**src/bfdp_pkg.sv**
```systemverilog
// Constants, types and address map of the burst FIFO data port.
package bfdp_pkg;
   localparam int BFDP_CHANNELS = 8;
   localparam int BFDP_CH_W = 3;
   localparam int BFDP_ADDR_W = 12;
   localparam int BFDP_BUF_DEPTH = 16;
   // Channel region is 0x200 bytes; address bits 11:9 pick the channel.
   localparam int BFDP_CH_LSB = 9;
   localparam logic [8:0] BFDP_HOLD_OFS = 9'h000;
   localparam logic [8:0] BFDP_PLAIN_LO = 9'h100;
   localparam logic [8:0] BFDP_PLAIN_HI = 9'h13f;
   localparam logic [8:0] BFDP_STAT_LO = 9'h180;
   localparam logic [8:0] BFDP_STAT_HI = 9'h1ff;
   localparam logic [3:0] BFDP_LANE0 = 4'h1;
   localparam logic [1:0] BFDP_LAST_LANE = 2'h3;
   localparam logic [31:0] BFDP_RDATA_RST = 32'h0000_0000;
   localparam logic [7:0] BFDP_BYTE_RST = 8'h00;

   typedef enum logic [1:0] {
      BFDP_WIN_NONE = 2'h0,
      BFDP_WIN_HOLD = 2'h1,
      BFDP_WIN_PLAIN = 2'h2,
      BFDP_WIN_STAT = 2'h3
   } bfdp_win_t;

   typedef struct packed {
      logic valid;
      logic write;
      logic [BFDP_ADDR_W-1:0] addr;
      logic [3:0] be_n;
      logic [31:0] wdata;
   } bfdp_bus_req_t;

   typedef struct packed {
      logic [BFDP_CH_W-1:0] ch;
      logic [3:0] lanes;
      logic [31:0] data;
   } bfdp_tx_word_t;

   localparam int BFDP_TX_WORD_W = $bits(bfdp_tx_word_t);
endpackage

```
**src/bfdp_fifo.sv**
```systemverilog
// Parameterised synchronous FIFO with valid and ready on both sides.
`timescale 1ns/1ps
module bfdp_fifo #(
   parameter int WIDTH = 39,
   parameter int DEPTH = 16
) (
   // Clock and reset.
   input wire logic ref_clk,
   input wire logic rstn,
   // Filling side.
   input wire logic in_valid,
   output logic in_ready,
   input wire logic [WIDTH-1:0] in_data,
   // Draining side.
   output logic out_valid,
   input wire logic out_ready,
   output logic [WIDTH-1:0] out_data
);
   localparam int AW = $clog2(DEPTH);

   logic [WIDTH-1:0] mem [DEPTH];
   logic [AW-1:0] wr_ptr_r;
   logic [AW-1:0] rd_ptr_r;
   logic [AW:0] count_r;
   logic do_push;
   logic do_pop;

   assign in_ready = (count_r != (AW+1)'(DEPTH));
   assign out_valid = (count_r != '0);
   assign out_data = mem[rd_ptr_r];
   assign do_push = in_valid & in_ready;
   assign do_pop = out_valid & out_ready;

   always_ff @(posedge ref_clk) begin
      if (do_push) begin
         mem[wr_ptr_r] <= in_data;
      end
   end

   always_ff @(posedge ref_clk or negedge rstn) begin
      if (!rstn) begin
         wr_ptr_r <= '0;
         rd_ptr_r <= '0;
         count_r <= '0;
      end else begin
         if (do_push) begin
            wr_ptr_r <= (wr_ptr_r == AW'(DEPTH-1)) ? '0 : wr_ptr_r + 1'b1;
         end
         if (do_pop) begin
            rd_ptr_r <= (rd_ptr_r == AW'(DEPTH-1)) ? '0 : rd_ptr_r + 1'b1;
         end
         if (do_push && !do_pop) begin
            count_r <= count_r + 1'b1;
         end else if (do_pop && !do_push) begin
            count_r <= count_r - 1'b1;
         end
      end
   end
endmodule // bfdp_fifo

```
**src/bfdp_data_port.sv**
```systemverilog
// Burst data port moving host words into and out of eight channel byte FIFOs.
//
// Function
// RULE1 - Each channel N decodes a 64-byte burst window at 0xM00-0xM3F with M = 2N+1, writes fill TX, reads drain RX.
// RULE2 - Each channel also decodes a receive-with-status window at 0xM80-0xMFF.
// RULE3 - A whole 64-byte receive FIFO can be read from the plain window in 16 word reads.
// RULE4 - A plain window word read returns the oldest byte on bits 7:0 and later bytes in higher lanes.
// RULE5 - Each 16-bit half of a status window read holds status low and data high, older entry in the lower half.
// RULE6 - The full receive FIFO with status can be read in 32 word reads of the status window.
// RULE7 - The host reads the status window only with 16-bit or 32-bit accesses.
// RULE8 - A word written to the burst window pushes byte lane 0 first, then lanes 1, 2 and 3.
// RULE9 - Data ports accept 8, 16, 24 or 32-bit accesses, moving one byte per enabled lane.
// RULE10 - Burst reads and writes of up to 64 bytes work on the data ports.
// RULE11 - Bursts are accepted anywhere in the mapped region except reserved areas.
// RULE12 - The legacy holding byte at channel offset 0x000 is accessed as a single byte only.
// RULE13 - Each returned data byte pops exactly one receive entry, its status byte pops none.
// RULE14 - Writes meeting a full transmit FIFO are dropped without harming held entries.
`timescale 1ns/1ps
module bfdp_data_port
   import bfdp_pkg::*;
#(
   parameter int CHANNELS = bfdp_pkg::BFDP_CHANNELS,
   parameter int BUF_DEPTH = bfdp_pkg::BFDP_BUF_DEPTH
) (
   // Clock and reset.
   input wire logic ref_clk,
   input wire logic rstn,
   // Host data phase request, held until acknowledged.
   input wire bfdp_pkg::bfdp_bus_req_t hb_req,
   output logic hb_ack,
   output logic [31:0] hb_rdata,
   // Transmit FIFOs of the channels.
   input wire logic [CHANNELS-1:0] tx_full,
   output logic [CHANNELS-1:0] tx_push,
   output logic [7:0] tx_byte,
   // Receive FIFOs of the channels, head entry shown ahead of the pop.
   input wire logic [CHANNELS-1:0] rx_avail,
   input wire logic [CHANNELS*8-1:0] rx_head_data,
   input wire logic [CHANNELS*8-1:0] rx_head_status,
   output logic [CHANNELS-1:0] rx_pop
);
   import bfdp_pkg::*;

   typedef enum logic [3:0] {
      BFDP_ST_IDLE = 4'b0001,
      BFDP_ST_FETCH = 4'b0010,
      BFDP_ST_SETTLE = 4'b0100,
      BFDP_ST_REPLY = 4'b1000
   } bfdp_state_t;

   function automatic bfdp_win_t bfdp_decode(input logic [BFDP_ADDR_W-1:0] a);
      logic [8:0] ofs;
      ofs = a[8:0];
      if (ofs >= BFDP_PLAIN_LO && ofs <= BFDP_PLAIN_HI) begin
         bfdp_decode = BFDP_WIN_PLAIN; // RULE1
      end else if (ofs >= BFDP_STAT_LO && ofs <= BFDP_STAT_HI) begin
         bfdp_decode = BFDP_WIN_STAT; // RULE2
      end else if (ofs[8:2] == BFDP_HOLD_OFS[8:2]) begin
         bfdp_decode = BFDP_WIN_HOLD;
      end else begin
         bfdp_decode = BFDP_WIN_NONE;
      end
   endfunction

   // Byte lanes that move FIFO bytes for a given window and enables.
   function automatic logic [3:0] bfdp_lanes(input bfdp_win_t w, input logic [3:0] be_n);
      logic [3:0] be;
      be = ~be_n;
      unique case (w)
         BFDP_WIN_PLAIN: bfdp_lanes = be; // RULE9
         BFDP_WIN_HOLD: bfdp_lanes = be & BFDP_LANE0; // RULE12
         BFDP_WIN_STAT: bfdp_lanes = {be[3] | be[2], 1'b0, be[1] | be[0], 1'b0}; // RULE7
         default: bfdp_lanes = 4'h0;
      endcase
   endfunction

   function automatic logic [7:0] bfdp_pick(input logic [CHANNELS*8-1:0] v,
                                            input logic [BFDP_CH_W-1:0] ch);
      bfdp_pick = v[ch*8 +: 8];
   endfunction

   bfdp_win_t req_win;
   logic [BFDP_CH_W-1:0] req_ch;
   logic [3:0] req_lanes;
   logic req_new;
   logic wr_take;
   logic wr_skip;

   bfdp_state_t st_r;
   bfdp_win_t rd_win_r;
   logic [BFDP_CH_W-1:0] rd_ch_r;
   logic [3:0] rd_lanes_r;
   logic [1:0] rd_lane_r;
   logic ack_r;
   logic [31:0] rdata_r;
   logic [CHANNELS-1:0] rx_pop_r;

   bfdp_tx_word_t buf_in;
   bfdp_tx_word_t buf_out;
   logic buf_in_ready;
   logic buf_out_valid;
   logic buf_out_ready;
   logic drain_busy_r;
   bfdp_tx_word_t drain_word_r;
   logic [1:0] drain_lane_r;
   logic [CHANNELS-1:0] tx_push_r;
   logic [7:0] tx_byte_r;

   assign req_win = bfdp_decode(hb_req.addr);
   assign req_ch = hb_req.addr[BFDP_CH_LSB +: BFDP_CH_W];
   assign req_lanes = bfdp_lanes(req_win, hb_req.be_n);
   assign req_new = hb_req.valid & ~ack_r & (st_r == BFDP_ST_IDLE);

   // Transmit words go through the buffer; the status window is read only.
   assign wr_take = req_new & hb_req.write & (req_lanes != 4'h0) &
                    ((req_win == BFDP_WIN_PLAIN) | (req_win == BFDP_WIN_HOLD)) & buf_in_ready;
   assign wr_skip = req_new & hb_req.write & ((req_lanes == 4'h0) |
                    (req_win == BFDP_WIN_STAT) | (req_win == BFDP_WIN_NONE));

   assign buf_in.ch = req_ch;
   assign buf_in.lanes = req_lanes;
   assign buf_in.data = hb_req.wdata;
   assign buf_out_ready = ~drain_busy_r;

   bfdp_fifo #(
      .WIDTH(BFDP_TX_WORD_W),
      .DEPTH(BUF_DEPTH)
   ) u_tx_buf (
      .ref_clk(ref_clk),
      .rstn(rstn),
      .in_valid(wr_take),
      .in_ready(buf_in_ready),
      .in_data(buf_in),
      .out_valid(buf_out_valid),
      .out_ready(buf_out_ready),
      .out_data(buf_out)
   );

   // Acknowledge: writes as soon as buffered or skipped, reads after all lanes are fetched.
   always_ff @(posedge ref_clk or negedge rstn) begin
      if (!rstn) begin
         ack_r <= 1'b0;
      end else begin
         ack_r <= wr_take | wr_skip | (st_r == BFDP_ST_REPLY); // RULE10
      end
   end

   // Read sequencer: one lane per fetch, one settle cycle after each pop.
   always_ff @(posedge ref_clk or negedge rstn) begin
      if (!rstn) begin
         st_r <= BFDP_ST_IDLE;
         rd_win_r <= BFDP_WIN_NONE;
         rd_ch_r <= '0;
         rd_lanes_r <= 4'h0;
         rd_lane_r <= 2'h0;
         rdata_r <= BFDP_RDATA_RST;
         rx_pop_r <= '0;
      end else begin
         rx_pop_r <= '0;
         unique case (st_r)
            BFDP_ST_IDLE: begin
               if (req_new && !hb_req.write) begin
                  rd_win_r <= req_win;
                  rd_ch_r <= req_ch;
                  rd_lanes_r <= req_lanes;
                  rd_lane_r <= 2'h0;
                  rdata_r <= BFDP_RDATA_RST;
                  st_r <= (req_lanes == 4'h0) ? BFDP_ST_REPLY : BFDP_ST_FETCH; // RULE11
               end
            end
            BFDP_ST_FETCH: begin
               if (rd_lanes_r[rd_lane_r] && rx_avail[rd_ch_r]) begin
                  if (rd_win_r == BFDP_WIN_STAT) begin
                     // Status byte takes the lane below its data byte.
                     rdata_r[rd_lane_r*8 +: 8] <= bfdp_pick(rx_head_data, rd_ch_r); // RULE5
                     rdata_r[(rd_lane_r-2'h1)*8 +: 8] <= bfdp_pick(rx_head_status, rd_ch_r);
                  end else begin
                     rdata_r[rd_lane_r*8 +: 8] <= bfdp_pick(rx_head_data, rd_ch_r); // RULE4
                  end
                  rx_pop_r[rd_ch_r] <= 1'b1; // RULE13
                  st_r <= BFDP_ST_SETTLE;
               end else if (rd_lane_r == BFDP_LAST_LANE) begin
                  st_r <= BFDP_ST_REPLY;
               end else begin
                  rd_lane_r <= rd_lane_r + 2'h1;
               end
            end
            BFDP_ST_SETTLE: begin
               if (rd_lane_r == BFDP_LAST_LANE) begin
                  st_r <= BFDP_ST_REPLY; // RULE3 RULE6
               end else begin
                  rd_lane_r <= rd_lane_r + 2'h1;
                  st_r <= BFDP_ST_FETCH;
               end
            end
            BFDP_ST_REPLY: begin
               st_r <= BFDP_ST_IDLE;
            end
         endcase
      end
   end

   // Transmit drain: unpacks buffered words a lane at a time, lane 0 first.
   always_ff @(posedge ref_clk or negedge rstn) begin
      if (!rstn) begin
         drain_busy_r <= 1'b0;
         drain_word_r <= '0;
         drain_lane_r <= 2'h0;
         tx_push_r <= '0;
         tx_byte_r <= BFDP_BYTE_RST;
      end else begin
         tx_push_r <= '0;
         if (!drain_busy_r) begin
            if (buf_out_valid) begin
               drain_word_r <= buf_out;
               drain_lane_r <= 2'h0;
               drain_busy_r <= 1'b1;
            end
         end else if (tx_push_r == '0) begin
            // The gap after each push lets the full flag catch up.
            if (drain_word_r.lanes[drain_lane_r] && !tx_full[drain_word_r.ch]) begin
               tx_push_r[drain_word_r.ch] <= 1'b1; // RULE8
               tx_byte_r <= drain_word_r.data[drain_lane_r*8 +: 8];
            end
            // A byte facing a full FIFO is simply passed over.
            if (drain_lane_r == BFDP_LAST_LANE) begin // RULE14
               drain_busy_r <= 1'b0;
            end else begin
               drain_lane_r <= drain_lane_r + 2'h1;
            end
         end
      end
   end

   assign hb_ack = ack_r;
   assign hb_rdata = rdata_r;
   assign tx_push = tx_push_r;
   assign tx_byte = tx_byte_r;
   assign rx_pop = rx_pop_r;
endmodule // bfdp_data_port

```
**config.mk**
```make
export PLATFORM = sky130hd
export DESIGN_NAME = bfdp_data_port
export DESIGN_NICKNAME = d
export VERILOG_FILES = /design/src/bfdp_pkg.sv /design/src/bfdp_fifo.sv /design/src/bfdp_data_port.sv
export SDC_FILE = /design/constraint.sdc
export NUM_CORES = 1
export LEC_CHECK = 0
export ABC_AREA = 1
export BUFFER_PORTS_ARGS = -buffer_cell sky130_fd_sc_hd__buf_4
export CORE_ASPECT_RATIO = 1.2
export CORE_MARGIN = 10
export CORE_UTILIZATION = 40
export DETAILED_ROUTE_END_ITERATION = 12
export PLACE_DENSITY = 0.62
export SYNTH_ARGS = -nofsm -noshare
export SYNTH_HDL_FRONTEND = slang
export SYNTH_HIERARCHICAL = 1
export SYNTH_SLANG_ARGS = --single-unit
```
**constraint.sdc**
```tcl
create_clock -name ref_clk -period 5.3 [get_ports ref_clk]
set_clock_uncertainty 0.15 [all_clocks]
set_input_delay 0.53 -clock ref_clk [delete_from_list [all_inputs] [get_ports ref_clk]]
set_output_delay 0.53 -clock ref_clk [all_outputs]
set_load 0.05 [all_outputs]
```
=== After elaboration in Yosys (flattened, before gate mapping) ===
Memories as Yosys holds them, arrays and structs flattened. A register that Yosys moved wholly into a read port is not among the register bits.
Index checks and enable logic that the tools add are counted.

* Memories kept: 1
* Input bits: 196
* Memory bits (writable): 624
* Output and inout port bits: 57
* Logic and storage cells: 162
* Register bits: 88

{| class="wikitable"
|+ Memories
! name !! words !! width !! rd ports !! clocked after memory_dff !! wr ports !! RTL line !! RTL
|-
| u_tx_buf.mem || 16 || 39 || 1 || 1 || 1 || bfdp_fifo.sv:21 || <nowiki>logic [WIDTH-1:0] mem [DEPTH];</nowiki>
|}

* Bitwise gates (word level): 19
* Order comparisons: 10
* Add/sub/neg operators: 9
* Reduce and logical (&&, ||, !) cells: 31
* Equality and inequality tests: 19
* Muxes and demuxes: 51
* Shifts and indexed selects: 7

{| class="wikitable"
|+ Operators with widths
! kind !! number
|-
| 64-bit by 7-bit variable part select with 8-bit output || 2
|-
| 32-bit two-way mux || 3
|-
| 8-bit by 34-bit variable shift with 32-bit output, first input constant || 2
|-
| 8-bit by 34-bit variable part select with 32-bit output || 2
|-
| 32-bit bitwise mux || 2
|-
| 32-bit case mux with 2 select lines || 1
|-
| 8-bit two-way mux || 5
|-
| 32-bit negator with 34-bit output || 1
|-
| 5-bit negator with 34-bit output || 1
|-
| 32-bit by 6-bit variable part select with 8-bit output || 1
|-
| 4-bit two-way mux || 7
|-
| 9-bit greater-or-equal comparator, second input constant || 2
|-
| 9-bit less-or-equal comparator, second input constant || 2
|-
| 2-bit two-way mux || 9
|-
| 4-bit case mux with 4 select lines || 1
|-
| 1-bit two-way mux || 13
|-
| 4-bit == test, second input constant || 3
|-
| 4-bit case mux with 3 select lines || 1
|-
| 3-bit AND reduction || 4
|-
| 2-bit == test, second input constant || 5
|-
| 5-bit two-way mux || 2
|-
| 1-bit AND || 9
|-
| 1-bit logical AND || 9
|-
| 4-bit by 1-bit adder with 4-bit output, second input constant || 2
|-
| other kinds (32) || 57
|}

=== Logic depth before layout (Yosys ltp) ===
* Depth in word-level cells: 15
* Depth in mapped cells: 23
* Gate-level depth less buffers: 23

=== Modules after synthesis ===
Netlist, hierarchy kept.

{| class="wikitable"
|+ Modules (own cells, without submodules)
! module !! area an instance (µm²) !! times used !! cells each !! seq. area each (µm²)
|-
| bfdp_fifo || 28048.2 || 1 || 2788 || 19063.3
|-
| bfdp_data_port || 7756.2 || 1 || 1178 || 2854.0
|}

=== Least setup slack after synthesis ===
OpenSTA, ideal clock, no wires.

* Path type: input-to-reg
* From: input hb_req[43] in the netlist's numbering
* To: memory u_tx_buf.mem[0][0], enable pin
* Arrival time: 4360 ps
* Path buffers: 0
* Stages: 15
* Setup time: 435 ps
* Setup slack: 355 ps
* Required time: 4715 ps
* Path through: nor2_1 -> nand2_1 -> o22ai_1 -> inv_1 -> ha_1 -> or2_2 -> nor2_1 -> nor2_1 -> nand3_1 -> nand4_1 -> inv_1 -> nand2_1 -> inv_2 -> nand2_1 -> nor2_1

* Longest elaborated chain between the ends: 13
* Elaborated cells between the ends (all ways): 22
* Those cells by class: order compare: 4; eq/ne: 3; mux: 6; bitwise: 5; reduce/logical: 4

{| class="wikitable"
|+ RTL lines
! what !! RTL line !! RTL
|-
| from (decl) || bfdp_data_port.sv:29 || <nowiki>input wire bfdp_pkg::bfdp_bus_req_t hb_req,</nowiki>
|-
| 9-bit greater-or-equal comparator (tied with other cells) || bfdp_data_port.sv:56 || <nowiki>end else if (ofs >= BFDP_STAT_LO && ofs <= BFDP_STAT_HI) begin</nowiki>
|-
| 1-bit logical AND or 1-bit two-way mux (tied branches) || bfdp_data_port.sv:56, bfdp_data_port.sv:58 ||
|-
| 2-bit two-way mux || bfdp_data_port.sv:56 ||
|-
| 2-bit two-way mux (*) || bfdp_data_port.sv:54 || <nowiki>if (ofs >= BFDP_PLAIN_LO && ofs <= BFDP_PLAIN_HI) begin</nowiki>
|-
| named net req_win[0] || bfdp_data_port.sv:82 || <nowiki>bfdp_win_t req_win;</nowiki>
|-
| 2-bit == test or 2-bit by 1-bit == test with 1-bit output (tied branches) || bfdp_data_port.sv:69 || <nowiki>unique case (w)</nowiki>
|-
| 4-bit case mux with 3 select lines (*) || bfdp_data_port.sv:69 ||
|-
| named net req_lanes[0] || bfdp_data_port.sv:84 || <nowiki>logic [3:0] req_lanes;</nowiki>
|-
| 4-bit nonzero test (*) || bfdp_data_port.sv:115 || <nowiki>assign wr_take = req_new & hb_req.write & (req_lanes != 4'h0) &</nowiki>
|-
| 1-bit AND (*) (2 in series) || bfdp_data_port.sv:115 ||
|-
| 1-bit AND (*) || bfdp_data_port.sv:116 || <nowiki>((req_win == BFDP_WIN_PLAIN) | (req_win == BFDP_WIN_HOLD)) & buf_in_ready;</nowiki>
|-
| named net wr_take || bfdp_data_port.sv:86 || <nowiki>logic wr_take;</nowiki>
|-
| 1-bit AND (*) || bfdp_fifo.sv:31 || <nowiki>assign do_push = in_valid & in_ready;</nowiki>
|-
| named net u_tx_buf.do_push || bfdp_fifo.sv:25 || <nowiki>logic do_push;</nowiki>
|-
| 1-bit two-way mux (*) || bfdp_fifo.sv:35 || <nowiki>if (do_push) begin</nowiki>
|-
| 1-bit two-way mux (implied by the code) (*) || bfdp_fifo.sv:36 || <nowiki>mem[wr_ptr_r] <= in_data;</nowiki>
|-
| to (decl) || bfdp_fifo.sv:21 ||
|}

The timed path passes the listed nets; every way through them passes the cells marked *.

=== Worst setup path in the final report ===
* From: input hb_req[44] in the netlist's numbering
* To: memory u_tx_buf.mem[12][2], enable pin

The elaborated chain is that of the path after synthesis.

==> impl_metrics.sql <==
INSERT INTO impl_metrics (metric_group, metric, value, unit) VALUES
('global_route', 'grt_start_max_net_pins', '195', ''),
('setup_path', 'timing.critical_path.buf_inv', '7', ''),
('yosys', 'async_flop_share', '16.91', '%'),
('route', 'drcViolationCount', '0', ''),
('yosys', 'synth-seq-area-share', '61.21', '%'),
('setup_path', 'cp_cell_sequence', 'buf_4, inv_1, o22ai_1, inv_1, ha_1, inv_1, nor2_1, nor2_1, nand3_1, nand4_1, inv_1, nand2_1, inv_2, nand2_1, nor2_4, buf_12', ''),
('floorplan', 'dieWidth', '293.1', 'um'),
('cts', 'cts_setup_buffers', '0', ''),
('cts', 'cts.sink_count', '751', ''),
('setup_path', 'crit_start', 'hb_req[44]', ''),
('setup_path', 'critical-path-slowest-cell', 'nor2_1', ''),
('pwr', 'p_int', '11.87', 'mW'),
('yosys', 'synthesis.area', '35800', 'um^2'),
('pwr', 'power.switching_fraction', '39.78', '%'),
('setup_path', 'timing.critical_path.mode_cell', 'inv_1', ''),
('global_route', 'grt_pass1_wl', '147400', 'um'),
('cells_and_area', 'fillCellCount', '8344', ''),
('cts', 'cts_htree_levels', '3', ''),
('timing', 'timing_worst_slew_pin_value', '1.170', 'ns'),
('setup_path', 'timing.rr.start', 'st_r[3]', ''),
('pwr', 'largest_vdd_supply_drop', '0.0004658', 'V'),
('setup_path', 'setup.worst_path.start_class', 'input port', ''),
('timing', 'max_freq', '244.8', 'MHz'),
('timing', 'finalHoldViolations', '0', ''),
('yosys', 'syn_area_per_cell', '9.028', 'um^2'),
('yosys', 'synth.net_count', '4186', ''),
('yosys', 'synthFlopType', 'edfxtp_1', ''),
('setup_path', 'max_stage_delay', '0.83', 'ns'),
('cts', 'cts_made_buffers', '76', ''),
('setup_path', 'rr_endpoint', 'u_tx_buf/mem[12][2]', ''),
('floorplan', 'design.core.area', '89040', 'um^2'),
('floorplan', 'floorplan.die_area', '101900', 'um^2'),
('timing', 'final-max-slew-violation-count', '0', ''),
('setup_path', 'r2r.worst_path.cells', '12', ''),
('yosys', 'postSynthCellCount', '3966', ''),
('setup_path', 'path_class', 'in2reg', ''),
('pwr', 'power_frac_seq', '36.6', '%'),
('run_status', 'status', 'completed', ''),
('floorplan', 'initial_utilization', '40.21', '%'),
('route', 'route.detailed.vias_per_inst', '4.869', ''),
('timing', 'setup-violations-final', '0', ''),
('placement', 'place_hpwl', '59390', 'um'),
('timing', 'tns', '0', 'ns'),
('floorplan', 'chipHeight', '347.7', 'um'),
('global_route', 'globalRouteOverflowTotal', '0', ''),
('cts', 'clock_tree.buffer_depth', '3', ''),
('run', 'number_of_maximum_capacitance_constraint_violations', '0', ''),
('timing', 'grt_setup_unrepaired', 'no', ''),
('timing', 'finalWorstSetupSlack', '1.214', 'ns'),
('cells_and_area', 'area.sequential', '21930', 'um^2'),
('pwr', 'clkPwrFrac', '26.9', '%'),
('cells_and_area', 'fin_nets', '4382', ''),
('route', 'firstDrtPassIters', '7', ''),
('route', 'num_vias', '26210', ''),
('cts', 'number_of_hold_buffers_added_after_cts', '1', ''),
('global_route', 'grt_use_total', '18.62', '%'),
('route', 'drt.antenna.violating_nets', '0', ''),
('route', 'routedWlPerCell', '18.02', 'um'),
('timing', 'post-route-min-period', '4.086', 'ns'),
('yosys', 'ys.warnings.count', '6', ''),
('cts', 'cts_resized', '0', ''),
('setup_path', 'critPathCapture', 'u_tx_buf/mem[12][2]', ''),
('yosys', 'total_of_flip_flops_plus_latches_after_synthesis', '751', ''),
('pwr', 'cellPowerDensity', '478.0', 'nW/um^2'),
('cts', 'clock_tree.root_cell', 'clkbuf_16', ''),
('cts', 'clkSlewWorstSetupHoldPaths', '0.06', 'ns'),
('global_route', 'first_global_vias', '24930', ''),
('pwr', 'p_comb_share', '36.5', '%'),
('cells_and_area', 'multi_input_comb_area', '10110', 'um^2'),
('placement', 'pre_cts_ws', '0.5102', 'ns'),
('setup_path', 'timing.critical_path.arrival', '4.27', 'ns');
## flip-flops by register name, summed over array words and instances (netlist names), 3 cells and up
name	cells
drain_word_r	39
u_tx_buf/wr_ptr_r	4
u_tx_buf/rd_ptr_r	4
rx_pop	8
u_tx_buf/mem	624
rd_ch_r	3
tx_push	8
hb_rdata	32
u_tx_buf/count_r	5
rd_lanes_r	4
tx_byte	8
st_r	4
## layout make-up
type | instances | share of cell area [%]
flip-flops and latches | 751 | 53.18
well taps | 1159 | 3.517
clock inverters | 43 | 1.099
clock buffers | 96 | 4.795
repair buffers | 298 | 5.835
diodes | 1 | 0.006069
inverters | 770 | 7.040
multi-input cells | 2265 | 24.53
## power by group through the flow
stage / clock network [mW] / registers (mW) / logic [mW]
detailed placement: 0 / 7.33 / 7.21
global placement: 0 / 7.33 / 7.14
CTS: 5.41 / 7.21 / 7.24
floorplan: 0 / 7.26 / 5.12
finish: 5.30 / 7.22 / 7.19
global route: 5.65 / 7.27 / 8.03
## worst min path at each step
stage                       start              endpoint  slack (ns)  cells after the start
global placement    rd_lanes_r[0]         rd_lanes_r[0]        0.31                      2
CTS                    hb_req[24]  u_tx_buf/mem[10][24]       0.004                      1
global route           hb_req[31]   u_tx_buf/mem[9][31]        0.03                      1
detailed placement  rd_lanes_r[2]         rd_lanes_r[2]        0.31                      2
floorplan                    rstn          drain_busy_r        0.08                      0
finish                 hb_req[23]   u_tx_buf/mem[4][23]        0.04                      1
## metal layers
metal | wire length [um] | track usage, % | up-vias
met3 | 6761 | 3.439 | 171
met4 | 3701 | 7.866 | 6
met1 | 39860 | 22.72 | 12370
met2 | 46660 | 31.98 | 811
met5 | 35 | 0 | -
li1 | - | - | 12850
## through the flow
step | power [mW] | area (um^2) | cells | hold slack [ns] | utilization (%)
after floorplan | 12.39 | 35800 | 3966 | 0.08441 | -
after global placement | 14.47 | 38790 | 5242 | 0.3068 | 43.57
after detailed placement | 14.54 | 38790 | 5242 | 0.3144 | 43.57
after CTS | 19.86 | 41230 | 5382 | 0.003860 | 46.31
after global routing | 20.95 | 41230 | 5382 | 0.03427 | 46.31
final | 19.71 | 41230 | 5383 | 0.04151 | 46.31
## cells in the mapped netlist (2+ instances only)
cell      number  area [um^2]
buf_4         28        210.2
dfrtp_1      126         3153
buf_1         11        41.29
or2_2          4        25.02
nand2_2        3        18.77
clkbuf_1      35        131.4
o21ai_1        9        45.04
nor2_1       106        397.9
clkinv_1       2        7.510
nand4_1       10        62.56
o22ai_1        4        25.02
nor3_2         3        30.03
a21oi_1       26        130.1
ha_1          23        287.8
nor4_1         6        37.54
xnor2_1        2        17.52
nand2_1     1387         5206
inv_1        757         2841
nor2_2         4        25.02
inv_2         10        37.54
xor2_1         3        26.28
mux2_2        29        326.6
o21ai_0       71        355.3
edfxtp_1     624        18740
buf_2         90        450.4
nor3b_1        2        15.01
buf_6         16        180.2
nand3b_1       6        45.04
nor3_1         4        20.02
nand3_1      552         2763
## cell families after synthesis
| logic type | Yosys count | share of synthesized area (%) |
|---|---|---|
| and+or+nand+nor | 2092 | 24.29 |
| buffers and inverters | 950 | 10.91 |
| DFF | 751 | 61.21 |
| AOI/OAI and AO/OA | 114 | 1.642 |
| muxes | 29 | 0.9121 |
| adders and majority gates | 24 | 0.8597 |
| xor gates and xnor gates | 6 | 0.1678 |
## cells in the final DEF (no fill, tap or decap), drive strengths merged
| cell type | n |
|---|---|
| a21o | 1 |
| a21oi | 27 |
| buf | 297 |
| bufinv | 7 |
| clkbuf | 96 |
| clkinv | 30 |
| clkinvlp | 4 |
| dfrtp | 126 |
| dfstp | 1 |
| diode | 1 |
| dlygate4sd3 | 1 |
| edfxtp | 624 |
| fa | 1 |
| ha | 23 |
| inv | 772 |
| mux2 | 29 |
| nand2 | 1390 |
| nand2b | 1 |
| nand3 | 553 |
| nand3b | 6 |
| nand4 | 10 |
| nor2 | 111 |
| nor3 | 7 |
| nor3b | 3 |
| nor4 | 6 |
| o21ai | 80 |
| o21bai | 1 |
| o22ai | 4 |
| o32ai | 1 |
| or2 | 5 |
| xnor2 | 3 |
| xor2 | 3 |
(Power assumes the default switching activity.)
